File: config.mk
export PLATFORM = sky130hd
export DESIGN_NAME = sisli_device_end_flat
export DESIGN_NICKNAME = d
export VERILOG_FILES = /design/src/pkg/sisli_pkg.sv /design/src/pkg/sisli_link_if.sv /design/src/core/sisli_device_end.sv /design/src/flat_wrapper.sv
export VERILOG_INCLUDE_DIRS = /design/src /design/src/pkg
export SDC_FILE = /design/constraint.sdc
export NUM_CORES = 1
export LEC_CHECK = 0
export BUFFER_PORTS_ARGS = -buffer_cell sky130_fd_sc_hd__buf_2
export CAP_MARGIN = 0
export CORE_AREA = 3 3 121 123
export CTS_CLUSTER_DIAMETER = 200
export CTS_CLUSTER_SIZE = 14
export DETAILED_ROUTE_END_ITERATION = 16
export DIE_AREA = 0 0 124 126
export PLACE_DENSITY = 0.57
export SYNTH_ARGS = -nofsm -noshare
export SYNTH_HDL_FRONTEND = slang
export SYNTH_SLANG_ARGS = --single-unit
export TNS_END_PERCENT = 100
File: constraint.sdc
create_clock -name ref_clk -period 2.4 [get_ports ref_clk]
set_input_delay 0.12 -clock ref_clk [delete_from_list [all_inputs] [get_ports ref_clk]]
set_output_delay 0.12 -clock ref_clk [all_outputs]
set_load 0.03 [all_outputs]
File: src/pkg/sisli_regs.svh
`ifndef SISLI_REGS_SVH
`define SISLI_REGS_SVH
// Characters per multiframe
`define SISLI_MF_LEN 32
// Multiframes in the lane alignment sequence
`define SISLI_ILAS_MF 4
// Consecutive comma characters the receiver needs before release
`define SISLI_CGS_NEED 4
// Width of the free running sample stamp
`define SISLI_STAMP_W 16
// Period of the reference pulse in clock cycles
`define SISLI_SYSREF_PERIOD 256
// Half period of the serial clock in clock cycles
`define SISLI_SCLK_HALF 8
// Control characters
`define SISLI_K_CGS 8'hBC
`define SISLI_K_MF_START 8'h1C
`define SISLI_K_MF_END 8'h7C
// Serial read addresses
`define SISLI_ADDR_STATUS 7'h00
`define SISLI_ADDR_STAMP_LO 7'h01
`define SISLI_ADDR_STAMP_HI 7'h02
// Serial frame bit counts
`define SISLI_CMD_BITS 5'h08
`define SISLI_FRAME_BITS 5'h10
// Pin synchroniser reset image: sysref,marker,se_sync_n,cs_n,sclk,sdi
`define SISLI_PIN_RST 6'h0C
`endif

File: src/pkg/sisli_pkg.sv
`default_nettype none
package sisli_pkg;
  // Transmit side link states
  typedef enum logic [1:0] {TX_IDLE, TX_CGS, TX_ILAS, TX_DATA} sisli_tx_t;
  // Receive side link states
  typedef enum logic [1:0] {RX_CGS, RX_ILAS, RX_DATA} sisli_rx_t;
endpackage
`default_nettype wire

File: src/pkg/sisli_link_if.sv
`timescale 1ns/1ps
`default_nettype none
interface sisli_link_if;
  // Sync and marker pins, driven by the receiver
  logic single_ended_link_sync_n;
  logic sample_marker_pos;
  logic sample_marker_neg;
  // Reference pulse pins, driven by the receiver side clocking
  logic sysref_pos;
  logic sysref_neg;
  // Serial programming pins
  logic spi_cs_n;
  logic spi_sclk;
  logic spi_sdi;
  logic serial_read_data_out_o;
  logic serial_read_data_out_oe;
  logic serial_read_data_out;
  // Lane characters, driven by the device
  logic [7:0] lane_data;
  logic lane_is_k;
  // Undriven data pin is pulled high
  assign serial_read_data_out = serial_read_data_out_oe ?
                                serial_read_data_out_o : 1'b1;
  modport device (
    input single_ended_link_sync_n, sample_marker_pos, sample_marker_neg,
    input sysref_pos, sysref_neg, spi_cs_n, spi_sclk, spi_sdi,
    output serial_read_data_out_o, serial_read_data_out_oe,
    output lane_data, lane_is_k
  );
  modport receiver (
    output single_ended_link_sync_n, sample_marker_pos, sample_marker_neg,
    output sysref_pos, sysref_neg, spi_cs_n, spi_sclk, spi_sdi,
    input serial_read_data_out, lane_data, lane_is_k
  );
endinterface
`default_nettype wire

File: src/core/sisli_device_end.sv
// Notes on behaviour
// Data out pin floats outside reads
// Data out pin driven only during reads
// Select 0 uses single-ended sync pin
// Wide-code modes ignore sync for link
// Sync low starts comma transmission
// Sync high starts lane alignment sequence
// Select 1 takes sync from pair
// Marker enable tags sample at assertion
// Reference pulse aligns multiframe counter
// Pair sync is active low
// Pair ignored unless its receiver enabled
// Pair may be marker and sync together
// Sync and marker pins double synchronised
`timescale 1ns/1ps
`include "sisli_regs.svh"
`default_nettype none
module sisli_device_end #(
  parameter int MF_LEN = `SISLI_MF_LEN,
  parameter int ILAS_MF = `SISLI_ILAS_MF,
  parameter int STAMP_W = `SISLI_STAMP_W
) (
  // Clock and reset
  input wire logic ref_clk,
  input wire logic rst,
  // Link pins
  sisli_link_if.device link,
  // Configuration straps
  input wire logic sync_source_sel,
  input wire logic enc_64b66b,
  input wire logic marker_receiver_enable,
  input wire logic sample_mark_enable,
  // Payload for the data phase
  input wire logic [7:0] tx_data,
  // Status
  output logic [1:0] link_state,
  output logic nco_sync_pulse,
  output logic marker_pulse,
  output logic [STAMP_W-1:0] marker_stamp,
  output logic sysref_seen
);
  localparam int LW = $clog2(MF_LEN);
  localparam int MW = $clog2(ILAS_MF) + 1;
  localparam logic [5:0] PIN_RST = `SISLI_PIN_RST;

  // ----------------------------------------------------------------
  // Parameter checks
  // ----------------------------------------------------------------
  if (MF_LEN < 4 || MF_LEN > 256 || ILAS_MF < 1 || STAMP_W < 16) begin : g_chk
    $error("sisli_device_end: unsupported parameter values");
  end

  // ----------------------------------------------------------------
  // Pin synchronisers
  // ----------------------------------------------------------------
  logic [5:0] pin_raw;
  logic [5:0] meta_reg;
  logic [5:0] sync_reg;
  logic [5:0] prev_reg;

  // Differential pairs resolved to a single level
  assign pin_raw = {link.sysref_pos & ~link.sysref_neg,
                    link.sample_marker_pos & ~link.sample_marker_neg,
                    link.single_ended_link_sync_n, link.spi_cs_n,
                    link.spi_sclk, link.spi_sdi};

  genvar gi;
  for (gi = 0; gi < 6; gi++) begin : g_sync
    // two flop synchroniser
    always_ff @(posedge ref_clk or posedge rst) begin
      if (rst) begin
        meta_reg[gi] <= PIN_RST[gi];
        sync_reg[gi] <= PIN_RST[gi];
      end else begin
        meta_reg[gi] <= pin_raw[gi];
        sync_reg[gi] <= meta_reg[gi];
      end
    end
  end

  // Previous synchronised levels for edge detection
  always_ff @(posedge ref_clk or posedge rst) begin
    if (rst) begin
      prev_reg <= PIN_RST;
    end else begin
      prev_reg <= sync_reg;
    end
  end

  logic s_sysref;
  logic s_marker;
  logic s_se_n;
  logic s_cs_n;
  logic s_sdi;
  logic sclk_rise;
  logic sclk_fall;
  logic sysref_rise;
  logic marker_rise;
  logic link_sync_n;
  logic prev_link_sync_n;

  assign s_sysref = sync_reg[5];
  assign s_marker = sync_reg[4];
  assign s_se_n = sync_reg[3];
  assign s_cs_n = sync_reg[2];
  assign s_sdi = sync_reg[0];
  assign sclk_rise = sync_reg[1] & ~prev_reg[1];
  assign sclk_fall = ~sync_reg[1] & prev_reg[1];
  assign sysref_rise = s_sysref & ~prev_reg[5];
  assign marker_rise = s_marker & ~prev_reg[4];

  // ----------------------------------------------------------------
  // Sync source selection
  // ----------------------------------------------------------------
  // select 0 takes the single-ended pin
  // select 1 takes the pair, R10 active low
  // disabled pair reads as released
  assign link_sync_n = sync_source_sel ?
                       (marker_receiver_enable ? s_marker : 1'b1) : s_se_n;
  assign prev_link_sync_n = sync_source_sel ?
                       (marker_receiver_enable ? prev_reg[4] : 1'b1) :
                       prev_reg[3];

  // ----------------------------------------------------------------
  // Multiframe counter
  // ----------------------------------------------------------------
  logic [LW-1:0] lmfc_reg;
  logic lmfc_last;

  assign lmfc_last = (lmfc_reg == LW'(MF_LEN - 1));

  // reference pulse restarts the multiframe
  always_ff @(posedge ref_clk or posedge rst) begin
    if (rst) begin
      lmfc_reg <= '0;
    end else if (sysref_rise || lmfc_last) begin
      lmfc_reg <= '0;
    end else begin
      lmfc_reg <= lmfc_reg + LW'(1);
    end
  end

  // Reference seen flag, held until reset
  always_ff @(posedge ref_clk or posedge rst) begin
    if (rst) begin
      sysref_seen <= 1'b0;
    end else if (sysref_rise) begin
      sysref_seen <= 1'b1;
    end
  end

  // ----------------------------------------------------------------
  // Transmit link state machine
  // ----------------------------------------------------------------
  sisli_pkg::sisli_tx_t tx_reg;
  logic [MW-1:0] mf_reg;

  always_ff @(posedge ref_clk or posedge rst) begin
    if (rst) begin
      tx_reg <= sisli_pkg::TX_IDLE;
      mf_reg <= '0;
    end else if (enc_64b66b) begin
      // wide-code link runs without sync
      tx_reg <= sisli_pkg::TX_DATA;
      mf_reg <= '0;
    end else begin
      case (tx_reg)
        sisli_pkg::TX_IDLE: begin
          // sync low starts commas
          if (!link_sync_n) begin
            tx_reg <= sisli_pkg::TX_CGS;
          end
        end
        sisli_pkg::TX_CGS: begin
          // sync released, align on multiframe boundary
          if (link_sync_n && lmfc_last) begin
            tx_reg <= sisli_pkg::TX_ILAS;
            mf_reg <= '0;
          end
        end
        sisli_pkg::TX_ILAS: begin
          if (!link_sync_n) begin
            tx_reg <= sisli_pkg::TX_CGS;
          end else if (lmfc_last) begin
            if (mf_reg == MW'(ILAS_MF - 1)) begin
              tx_reg <= sisli_pkg::TX_DATA;
            end
            mf_reg <= mf_reg + MW'(1);
          end
        end
        sisli_pkg::TX_DATA: begin
          // fresh sync request restarts alignment
          if (!link_sync_n) begin
            tx_reg <= sisli_pkg::TX_CGS;
          end
        end
        default: begin
          tx_reg <= sisli_pkg::TX_IDLE;
        end
      endcase
    end
  end

  // Lane character per state
  always_ff @(posedge ref_clk or posedge rst) begin
    if (rst) begin
      link.lane_data <= 8'h00;
      link.lane_is_k <= 1'b0;
    end else begin
      case (tx_reg)
        sisli_pkg::TX_CGS: begin
          link.lane_data <= `SISLI_K_CGS;
          link.lane_is_k <= 1'b1;
        end
        sisli_pkg::TX_ILAS: begin
          if (lmfc_reg == '0) begin
            link.lane_data <= `SISLI_K_MF_START;
            link.lane_is_k <= 1'b1;
          end else if (lmfc_last) begin
            link.lane_data <= `SISLI_K_MF_END;
            link.lane_is_k <= 1'b1;
          end else begin
            link.lane_data <= 8'(lmfc_reg);
            link.lane_is_k <= 1'b0;
          end
        end
        sisli_pkg::TX_DATA: begin
          link.lane_data <= tx_data;
          link.lane_is_k <= 1'b0;
        end
        default: begin
          link.lane_data <= 8'h00;
          link.lane_is_k <= 1'b0;
        end
      endcase
    end
  end

  // Status outputs; wide-code sync falling edge syncs oscillators
  always_ff @(posedge ref_clk or posedge rst) begin
    if (rst) begin
      link_state <= 2'h0;
      nco_sync_pulse <= 1'b0;
    end else begin
      link_state <= tx_reg;
      // sync still usable for oscillator alignment
      nco_sync_pulse <= enc_64b66b & prev_link_sync_n & ~link_sync_n;
    end
  end

  // ----------------------------------------------------------------
  // Sample marker
  // ----------------------------------------------------------------
  logic [STAMP_W-1:0] stamp_reg;

  // Free running sample index
  always_ff @(posedge ref_clk or posedge rst) begin
    if (rst) begin
      stamp_reg <= '0;
    end else begin
      stamp_reg <= stamp_reg + STAMP_W'(1);
    end
  end

  // marker edge captures the sample index
  // works while the pair also carries sync
  always_ff @(posedge ref_clk or posedge rst) begin
    if (rst) begin
      marker_pulse <= 1'b0;
      marker_stamp <= '0;
    end else begin
      // pair ignored when its receiver is off
      marker_pulse <= marker_rise & sample_mark_enable &
                      marker_receiver_enable;
      if (marker_rise && sample_mark_enable && marker_receiver_enable) begin
        marker_stamp <= stamp_reg;
      end
    end
  end

  // ----------------------------------------------------------------
  // Serial read port
  // ----------------------------------------------------------------
  logic [4:0] bit_reg;
  logic [7:0] cmd_reg;
  logic [7:0] dout_reg;
  logic rd_reg;
  logic [7:0] cmd_next;
  logic [7:0] rd_value;

  assign cmd_next = {cmd_reg[6:0], s_sdi};

  // Read data selection
  always_comb begin
    case (cmd_next[6:0])
      `SISLI_ADDR_STATUS: rd_value = {3'h0, sysref_seen, enc_64b66b,
                                      link_sync_n, link_state};
      `SISLI_ADDR_STAMP_LO: rd_value = marker_stamp[7:0];
      `SISLI_ADDR_STAMP_HI: rd_value = marker_stamp[15:8];
      default: rd_value = 8'h00;
    endcase
  end

  // Command shift, data shift and pin enable
  always_ff @(posedge ref_clk or posedge rst) begin
    if (rst) begin
      bit_reg <= 5'h00;
      cmd_reg <= 8'h00;
      dout_reg <= 8'h00;
      rd_reg <= 1'b0;
    end else if (s_cs_n) begin
      // no frame, pin released
      bit_reg <= 5'h00;
      rd_reg <= 1'b0;
    end else if (sclk_rise) begin
      if (bit_reg < `SISLI_CMD_BITS) begin
        cmd_reg <= cmd_next;
      end
      // drive only for a read command
      if (bit_reg == `SISLI_CMD_BITS - 5'h01) begin
        rd_reg <= cmd_next[7];
        dout_reg <= rd_value;
      end
      if (bit_reg == `SISLI_FRAME_BITS - 5'h01) begin
        rd_reg <= 1'b0;
      end
      if (bit_reg < `SISLI_FRAME_BITS) begin
        bit_reg <= bit_reg + 5'h01;
      end
    end else if (sclk_fall && bit_reg > `SISLI_CMD_BITS) begin
      dout_reg <= {dout_reg[6:0], 1'b0};
    end
  end

  assign link.serial_read_data_out_o = dout_reg[7];
  assign link.serial_read_data_out_oe = rd_reg;
endmodule // sisli_device_end
`default_nettype wire

File: src/flat_wrapper.sv
// flat-port wrapper written by rule: the top's interface ports become plain ports
module sisli_device_end_flat 
#(
  parameter int MF_LEN = `SISLI_MF_LEN,
  parameter int ILAS_MF = `SISLI_ILAS_MF,
  parameter int STAMP_W = `SISLI_STAMP_W
)
  (ref_clk, rst, sync_source_sel, enc_64b66b, marker_receiver_enable, sample_mark_enable, tx_data, link_state, nco_sync_pulse, marker_pulse, marker_stamp, sysref_seen, link_single_ended_link_sync_n, link_sample_marker_pos, link_sample_marker_neg, link_sysref_pos, link_sysref_neg, link_spi_cs_n, link_spi_sclk, link_spi_sdi, link_serial_read_data_out_o, link_serial_read_data_out_oe, link_lane_data, link_lane_is_k);
  sisli_link_if link_i ();
  input wire logic ref_clk;
  input wire logic rst;
  input wire logic sync_source_sel;
  input wire logic enc_64b66b;
  input wire logic marker_receiver_enable;
  input wire logic sample_mark_enable;
  input wire logic [7:0] tx_data;
  output logic [1:0] link_state;
  output logic nco_sync_pulse;
  output logic marker_pulse;
  output logic [STAMP_W-1:0] marker_stamp;
  output logic sysref_seen;
  input wire logic [$bits(link_i.single_ended_link_sync_n)-1:0] link_single_ended_link_sync_n;
  input wire logic [$bits(link_i.sample_marker_pos)-1:0] link_sample_marker_pos;
  input wire logic [$bits(link_i.sample_marker_neg)-1:0] link_sample_marker_neg;
  input wire logic [$bits(link_i.sysref_pos)-1:0] link_sysref_pos;
  input wire logic [$bits(link_i.sysref_neg)-1:0] link_sysref_neg;
  input wire logic [$bits(link_i.spi_cs_n)-1:0] link_spi_cs_n;
  input wire logic [$bits(link_i.spi_sclk)-1:0] link_spi_sclk;
  input wire logic [$bits(link_i.spi_sdi)-1:0] link_spi_sdi;
  output wire logic [$bits(link_i.serial_read_data_out_o)-1:0] link_serial_read_data_out_o;
  output wire logic [$bits(link_i.serial_read_data_out_oe)-1:0] link_serial_read_data_out_oe;
  output wire logic [$bits(link_i.lane_data)-1:0] link_lane_data;
  output wire logic [$bits(link_i.lane_is_k)-1:0] link_lane_is_k;
  assign link_i.single_ended_link_sync_n = link_single_ended_link_sync_n;
  assign link_i.sample_marker_pos = link_sample_marker_pos;
  assign link_i.sample_marker_neg = link_sample_marker_neg;
  assign link_i.sysref_pos = link_sysref_pos;
  assign link_i.sysref_neg = link_sysref_neg;
  assign link_i.spi_cs_n = link_spi_cs_n;
  assign link_i.spi_sclk = link_spi_sclk;
  assign link_i.spi_sdi = link_spi_sdi;
  assign link_serial_read_data_out_o = link_i.serial_read_data_out_o;
  assign link_serial_read_data_out_oe = link_i.serial_read_data_out_oe;
  assign link_lane_data = link_i.lane_data;
  assign link_lane_is_k = link_i.lane_is_k;
  sisli_device_end #(.MF_LEN(MF_LEN), .ILAS_MF(ILAS_MF), .STAMP_W(STAMP_W)) u_core (.ref_clk(ref_clk), .rst(rst), .link(link_i), .sync_source_sel(sync_source_sel), .enc_64b66b(enc_64b66b), .marker_receiver_enable(marker_receiver_enable), .sample_mark_enable(sample_mark_enable), .tx_data(tx_data), .link_state(link_state), .nco_sync_pulse(nco_sync_pulse), .marker_pulse(marker_pulse), .marker_stamp(marker_stamp), .sysref_seen(sysref_seen));
endmodule
# Word-level counts from Yosys, hierarchy flattened
# Index checks and enable logic that the tools add are counted.
word_totals:
  reg_bits: 95
  mem_count: 0
  input_bits: 22
  latchBits: 0
  elab_cells: 123
  out_inout_bits: 32
  mem_bits_ro: 0
  mem_bits_rw: 0
op_classes:
  reduce_logical: 20
  shifts: 0
  n_mux: 34
  div: 0
  magnitude_cmp: 3
  eq_ne: 16
  multipliers: 0
  n_bitwise: 18
  addsub: 4
op_table:
  columns: ["op", "count"]
  rows:
  - ["case mux 8 bit (3 select lines)", 2]
  - ["two-way mux 8 bit", 4]
  - ["two-way mux 5 bit", 4]
  - ["adder 16 x 1 -> 16 bit (second input constant)", 1]
  - ["two-way mux 2 bit", 6]
  - ["two-way mux 3 bit", 4]
  - ["adder 5 x 1 -> 5 bit (second input constant)", 2]
  - ["AND 1 bit", 10]
  - ["two-way mux 1 bit", 10]
  - ["inequality test 3 x 2 -> 1 bit (second input constant)", 3]
  - ["inequality test 4 bit (second input constant)", 2]
  - ["NOT 1 bit", 8]
  - ["AND reduction 4 bit", 2]
  - ["equality test 7 x 1 -> 1 bit (second input constant)", 1]
  - ["equality test 7 x 2 -> 1 bit (second input constant)", 1]
  - ["logical NOT 7 bit", 1]
  - ["two-way mux 7 bit", 1]
  - ["case mux 2 bit (3 select lines)", 1]
  - ["case mux 3 bit (2 select lines)", 1]
  - ["AND reduction 3 bit", 2]
  - ["nonzero test 2 bit", 3]
  - ["nonzero test 3 bit", 2]
  - ["equality test 5 x 3 -> 1 bit (second input constant)", 1]
  - ["equality test 5 x 4 -> 1 bit (second input constant)", 1]
  - ["17 further kinds", 22]

# Logic depth before layout (Yosys ltp)
logic_depth:
  depth_word: 6
  mapped_depth: 7

# Least setup slack after synthesis
# No wires, ideal clock.
synth_path:
  path_kind: "register -> register"
  from: "register u_core.lmfc_reg[0]"
  to: "register u_core.tx_reg[0]"
  setup_ns: 0.120
  synth_period_minus_slack_ns: 1.968
  arrival_ns: 1.848
  path_stages_with_launch: 8
  required_ns: 2.280
  setup_slack_ns: 0.432
  path_cell_list: "dfrtp_1 ha_1 and3_1 ha_1 and2_1 o21ai_1 or4_1 a31o_2"
synth_via:
  elab_chain_len: 4
  word_cells_on_any_way: 5
synth_rtl:
  columns: ["item", "line", "text"]
  rows:
  - ["start: declaration", "sisli_device_end.sv:127", "logic [LW-1:0] lmfc_reg;"]
  - ["start signal: assignment", "sisli_device_end.sv:139", "lmfc_reg <= lmfc_reg + LW'(1);"]
  - ["equality test 5 bit *", "sisli_device_end.sv:130", "assign lmfc_last = (lmfc_reg == LW'(MF_LEN - 1));"]
  - ["logical AND 1 bit", "sisli_device_end.sv:176", "if (link_sync_n && lmfc_last) begin"]
  - ["inequality test 3 x 2 -> 1 bit (no source line)", null, null]
  - ["AND reduction 4 bit (no source line) *", null, null]
  - ["end signal: assignment", "sisli_device_end.sv:177", "tx_reg <= sisli_pkg::TX_ILAS;"]
  - ["end signal: assignment", "sisli_device_end.sv:183", "tx_reg <= sisli_pkg::TX_CGS;"]
  - ["end signal: assignment", "sisli_device_end.sv:186", "tx_reg <= sisli_pkg::TX_DATA;"]
  - ["end: declaration", "sisli_device_end.sv:155", "sisli_pkg::sisli_tx_t tx_reg;"]
# Every way passes the cells marked *; elsewhere a longest branch is shown, timed or not.
# A chain may end at the register's enable or synchronous reset.

# Worst setup path in the final report
# Same ends and word-level chain as after synthesis.

==> summary.md <==
Run status
- completed — run status

Synth
- 57.2% — register area share after synthesis
- 0 — count of flip-flops with a built-in enable after synthesis
- 0 — Yosys Warn Count
- 100% — fraction of registers with async set or reset after synthesis
- 344 — synthesized netlist cell count
- 48 — Distinct cells, synth
- sky130_fd_sc_hd__dfrtp_1 — Main synth FF type
- 4080 sq um — synthesized area
- 11.9 sq um — Post-Synthesis Mean Instance Area
- 93 — flops & latches, synth
- 380 — Post-Syn Nets

Critical path
- reg2reg — type of the setup path with the least slack
- flip-flop — critical path startpoint category
- flip-flop — CP Capture Type
- 2.64 ns — critical path data required time
- 8 — Critical Path Fanout Max
- 2.43 ns — Worst EP arrival

CTS
- 0.35 ns — Skew-Pair Late Insertion Delay
- 9 — number of CTS-inserted buffers
- 93 — Clock Sink Count
- 3 — count of H-tree levels built during CTS
- 2 — maximum buffer depth of the clock tree
- 0 — post-cts gate resize count
- done — TritonCTS clock tree
- sky130_fd_sc_hd__clkbuf_16 — Clk Tree Root Cell
- 0.07 ns — clock-pin slew reported for the worst setup and hold paths after clock tree synthesis

Placement
- 4570 sq um — Placed Instance Area
- 53 — port bufs
- 6010 um — placed wire-length estimate after detailed placement
- 0.772 — final weighted congestion of routability-driven global placement

Cells and area
- 22.0% — growth of design area from synthesis to finish
- 4980 sq um — final design area excluding fillers
- sky130_fd_sc_hd__dfrtp_1, sky130_fd_sc_hd__buf_2, sky130_fd_sc_hd__mux2_2 — commonest non-fill, non-tap cells in the layout
- 1403 — count of fill cells added during filler insertion
- 2330 sq um — combined flip-flop and latch cell area
- 1660 sq um — area of the multi-input gates
- 446 — NumNets Final
- sky130_fd_sc_hd__dfrtp_1 — leading cell type in the layout, fill and taps excluded
- 27.5% — fraction of layout instances using a drive strength above 1
- 0 — ant diodes

Floorplanning
- 29.6% — Initial Utilization
- 15600 sq um — Die Area
- 126 um — Die Y-Extent
- 13800 sq um — core region area
- 43 — FP Rows
- 124 um — Die Wd
- 54 — I/O pin total

Timing
- false — unrepaired setup endpoints after global routing
- 0 ns — sum of negative setup slack
- 0 — final setup vio count
- 2.19 ns — fin crit period
- 0 — total count of hold-check failures in the final report
- 0.482 ns — transition at the pin with the smallest max-transition slack
- 91.3% — fin crit share
- 0 — count of final max-slew check failures
- 67.0% — Relative slew margins
- 0.00859 ns — maximum clock skew at final layout
- 456 MHz — FMAX

GRT
- 0 — total congestion overflow
- 2808 — number of global-route vias before repair
- 94 — maximum number of pins on one net before global-route repair
- 14300 um — wire length of the first global-routing pass
- 11.8% — overall fraction of global-route tracks in use
- 0 — antenna violations before repair

Job
- 0 — total of max-cap violations

Drt
- 8380 um — Final Routed Wirelength
- 4.60 — post-DR vias/cell
- 4 — TritonRoute pass-1 iters
- 95 — first-iteration detailed-routing DRC count
- 2738 — detailed-route via count
- 0 — post-route antenna net violation count
- 0 — drc violations
- 14.1 um — WL/cell

Power and ir drop
- 0.359 mV — VDD IR max
- 2.35 nW — leakage power of the design
- 0.00391 W — total design power
- 785 nW/um^2 — power density over the cells

Worst hold path
- in2reg — Tightest Hold Check Type

==> final cells by class <==
type / count / area share, %
multi-input cells: 228 / 33.3
inverters: 14 / 1.13
well taps: 180 / 4.52
clock inverters: 6 / 1.91
repair buffers: 64 / 7.69
flip-flops and latches: 93 / 46.9
clock buffers: 10 / 4.60
==> final timing paths <==
path,from,to,slack [ns],depth (start not counted)
worst max-delay path,u_core.lmfc_reg[0],u_core.tx_reg[0],0.21,7
worst min-delay path,tx_data[2],u_core.link.lane_data[2],0.02,3
worst max register to register,u_core.lmfc_reg[0],u_core.tx_reg[0],0.21,7
worst min register to register,u_core.meta_reg[0],u_core.s_sdi,0.35,0
max in group asynchronous,rst,u_core.prev_reg[3],1.53,4
min in group asynchronous,rst,u_core.link.lane_is_k,0.46,4
==> cell usage after synthesis, types with 2 or more instances <==
cell / count / area, sq um
sky130_fd_sc_hd__and4_1: 3 / 26.3
sky130_fd_sc_hd__nand2_1: 26 / 97.6
sky130_fd_sc_hd__buf_2: 3 / 15.0
sky130_fd_sc_hd__a31oi_1: 3 / 18.8
sky130_fd_sc_hd__nand2b_1: 7 / 43.8
sky130_fd_sc_hd__dfrtp_1: 88 / 2200
sky130_fd_sc_hd__xnor2_1: 11 / 96.3
sky130_fd_sc_hd__nor2_1: 25 / 93.8
sky130_fd_sc_hd__clkbuf_1: 5 / 18.8
sky130_fd_sc_hd__a22oi_1: 5 / 37.5
sky130_fd_sc_hd__mux2i_1: 4 / 40.0
sky130_fd_sc_hd__nor3b_1: 2 / 15.0
sky130_fd_sc_hd__dfstp_2: 5 / 131
sky130_fd_sc_hd__and3_1: 4 / 25.0
sky130_fd_sc_hd__ha_1: 14 / 175
sky130_fd_sc_hd__nor3_1: 2 / 10.0
sky130_fd_sc_hd__xor2_1: 8 / 70.1
sky130_fd_sc_hd__and2_1: 4 / 25.0
sky130_fd_sc_hd__nor3_4: 2 / 32.5
sky130_fd_sc_hd__nor2b_1: 10 / 62.6
sky130_fd_sc_hd__nand4_1: 6 / 37.5
sky130_fd_sc_hd__a2bb2oi_1: 5 / 43.8
sky130_fd_sc_hd__mux2_2: 32 / 360
sky130_fd_sc_hd__nand3_1: 14 / 70.1
sky130_fd_sc_hd__inv_1: 14 / 52.6
sky130_fd_sc_hd__a21oi_1: 7 / 35.0
sky130_fd_sc_hd__o21ai_0: 14 / 70.1
==> kinds of logic (layout without fill, tap and decap cells) <==
| group | count (synthesis) | in the layout | share of synthesized area [%] |
|---|---|---|---|
| simple gates | 112 | 112 | 14.7 |
| xor+xnor | 19 | 19 | 4.08 |
| buf+inv | 23 | 94 | 2.24 |
| fa+ha+maj | 14 | 14 | 4.29 |
| flops | 93 | 93 | 57.2 |
| mux | 36 | 36 | 9.81 |
| compound gates | 47 | 47 | 7.72 |
==> worst max-delay path: stages (launching register included) <==
cell and delay, ns:
sky130_fd_sc_hd__dfrtp_1 0.42, sky130_fd_sc_hd__ha_1 0.23, sky130_fd_sc_hd__and3_1 0.20, sky130_fd_sc_hd__ha_1 0.30
sky130_fd_sc_hd__and2_1 0.17, sky130_fd_sc_hd__o21ai_1 0.08, sky130_fd_sc_hd__or4_1 0.48, sky130_fd_sc_hd__a31o_2 0.21
==> repair_timing <==
item / CTS / global route
buffers inserted: 0 / 0
hold buffers: 9 / 0
endpoints found under the hold margin: 94 / 0
==> routing by layer <==
layer	vias to the layer above	track usage [%]	wire [um]
met2	58	17.6	3870
met5	-	0	0
li1	1333	-	-
met4	0	4.83	158
met1	1335	16.2	4020
met3	12	3.01	338
==> per-stage QoR <==
stage / worst slack [ns] / util, % / std cells / hold slack (ns)
after floorplan: 0.432 / - / 344 / 0.124
after global placement: 0.326 / 33.1 / 570 / 0.228
after detailed placement: 0.226 / 33.1 / 570 / 0.229
after CTS: 0.222 / 36.2 / 595 / 0.00284
after global routing: 0.0843 / 36.2 / 595 / 0.00789
final: 0.208 / 36.2 / 595 / 0.0196
==> power by group <==
group | switching, W | internal [W]
clock network | 0.000625 | 0.000923
logic | 0.000300 | 0.000220
registers | 0.000130 | 0.00171
total | 0.00106 | 0.00285
Note: power is estimated with default switching activity, not from simulation.
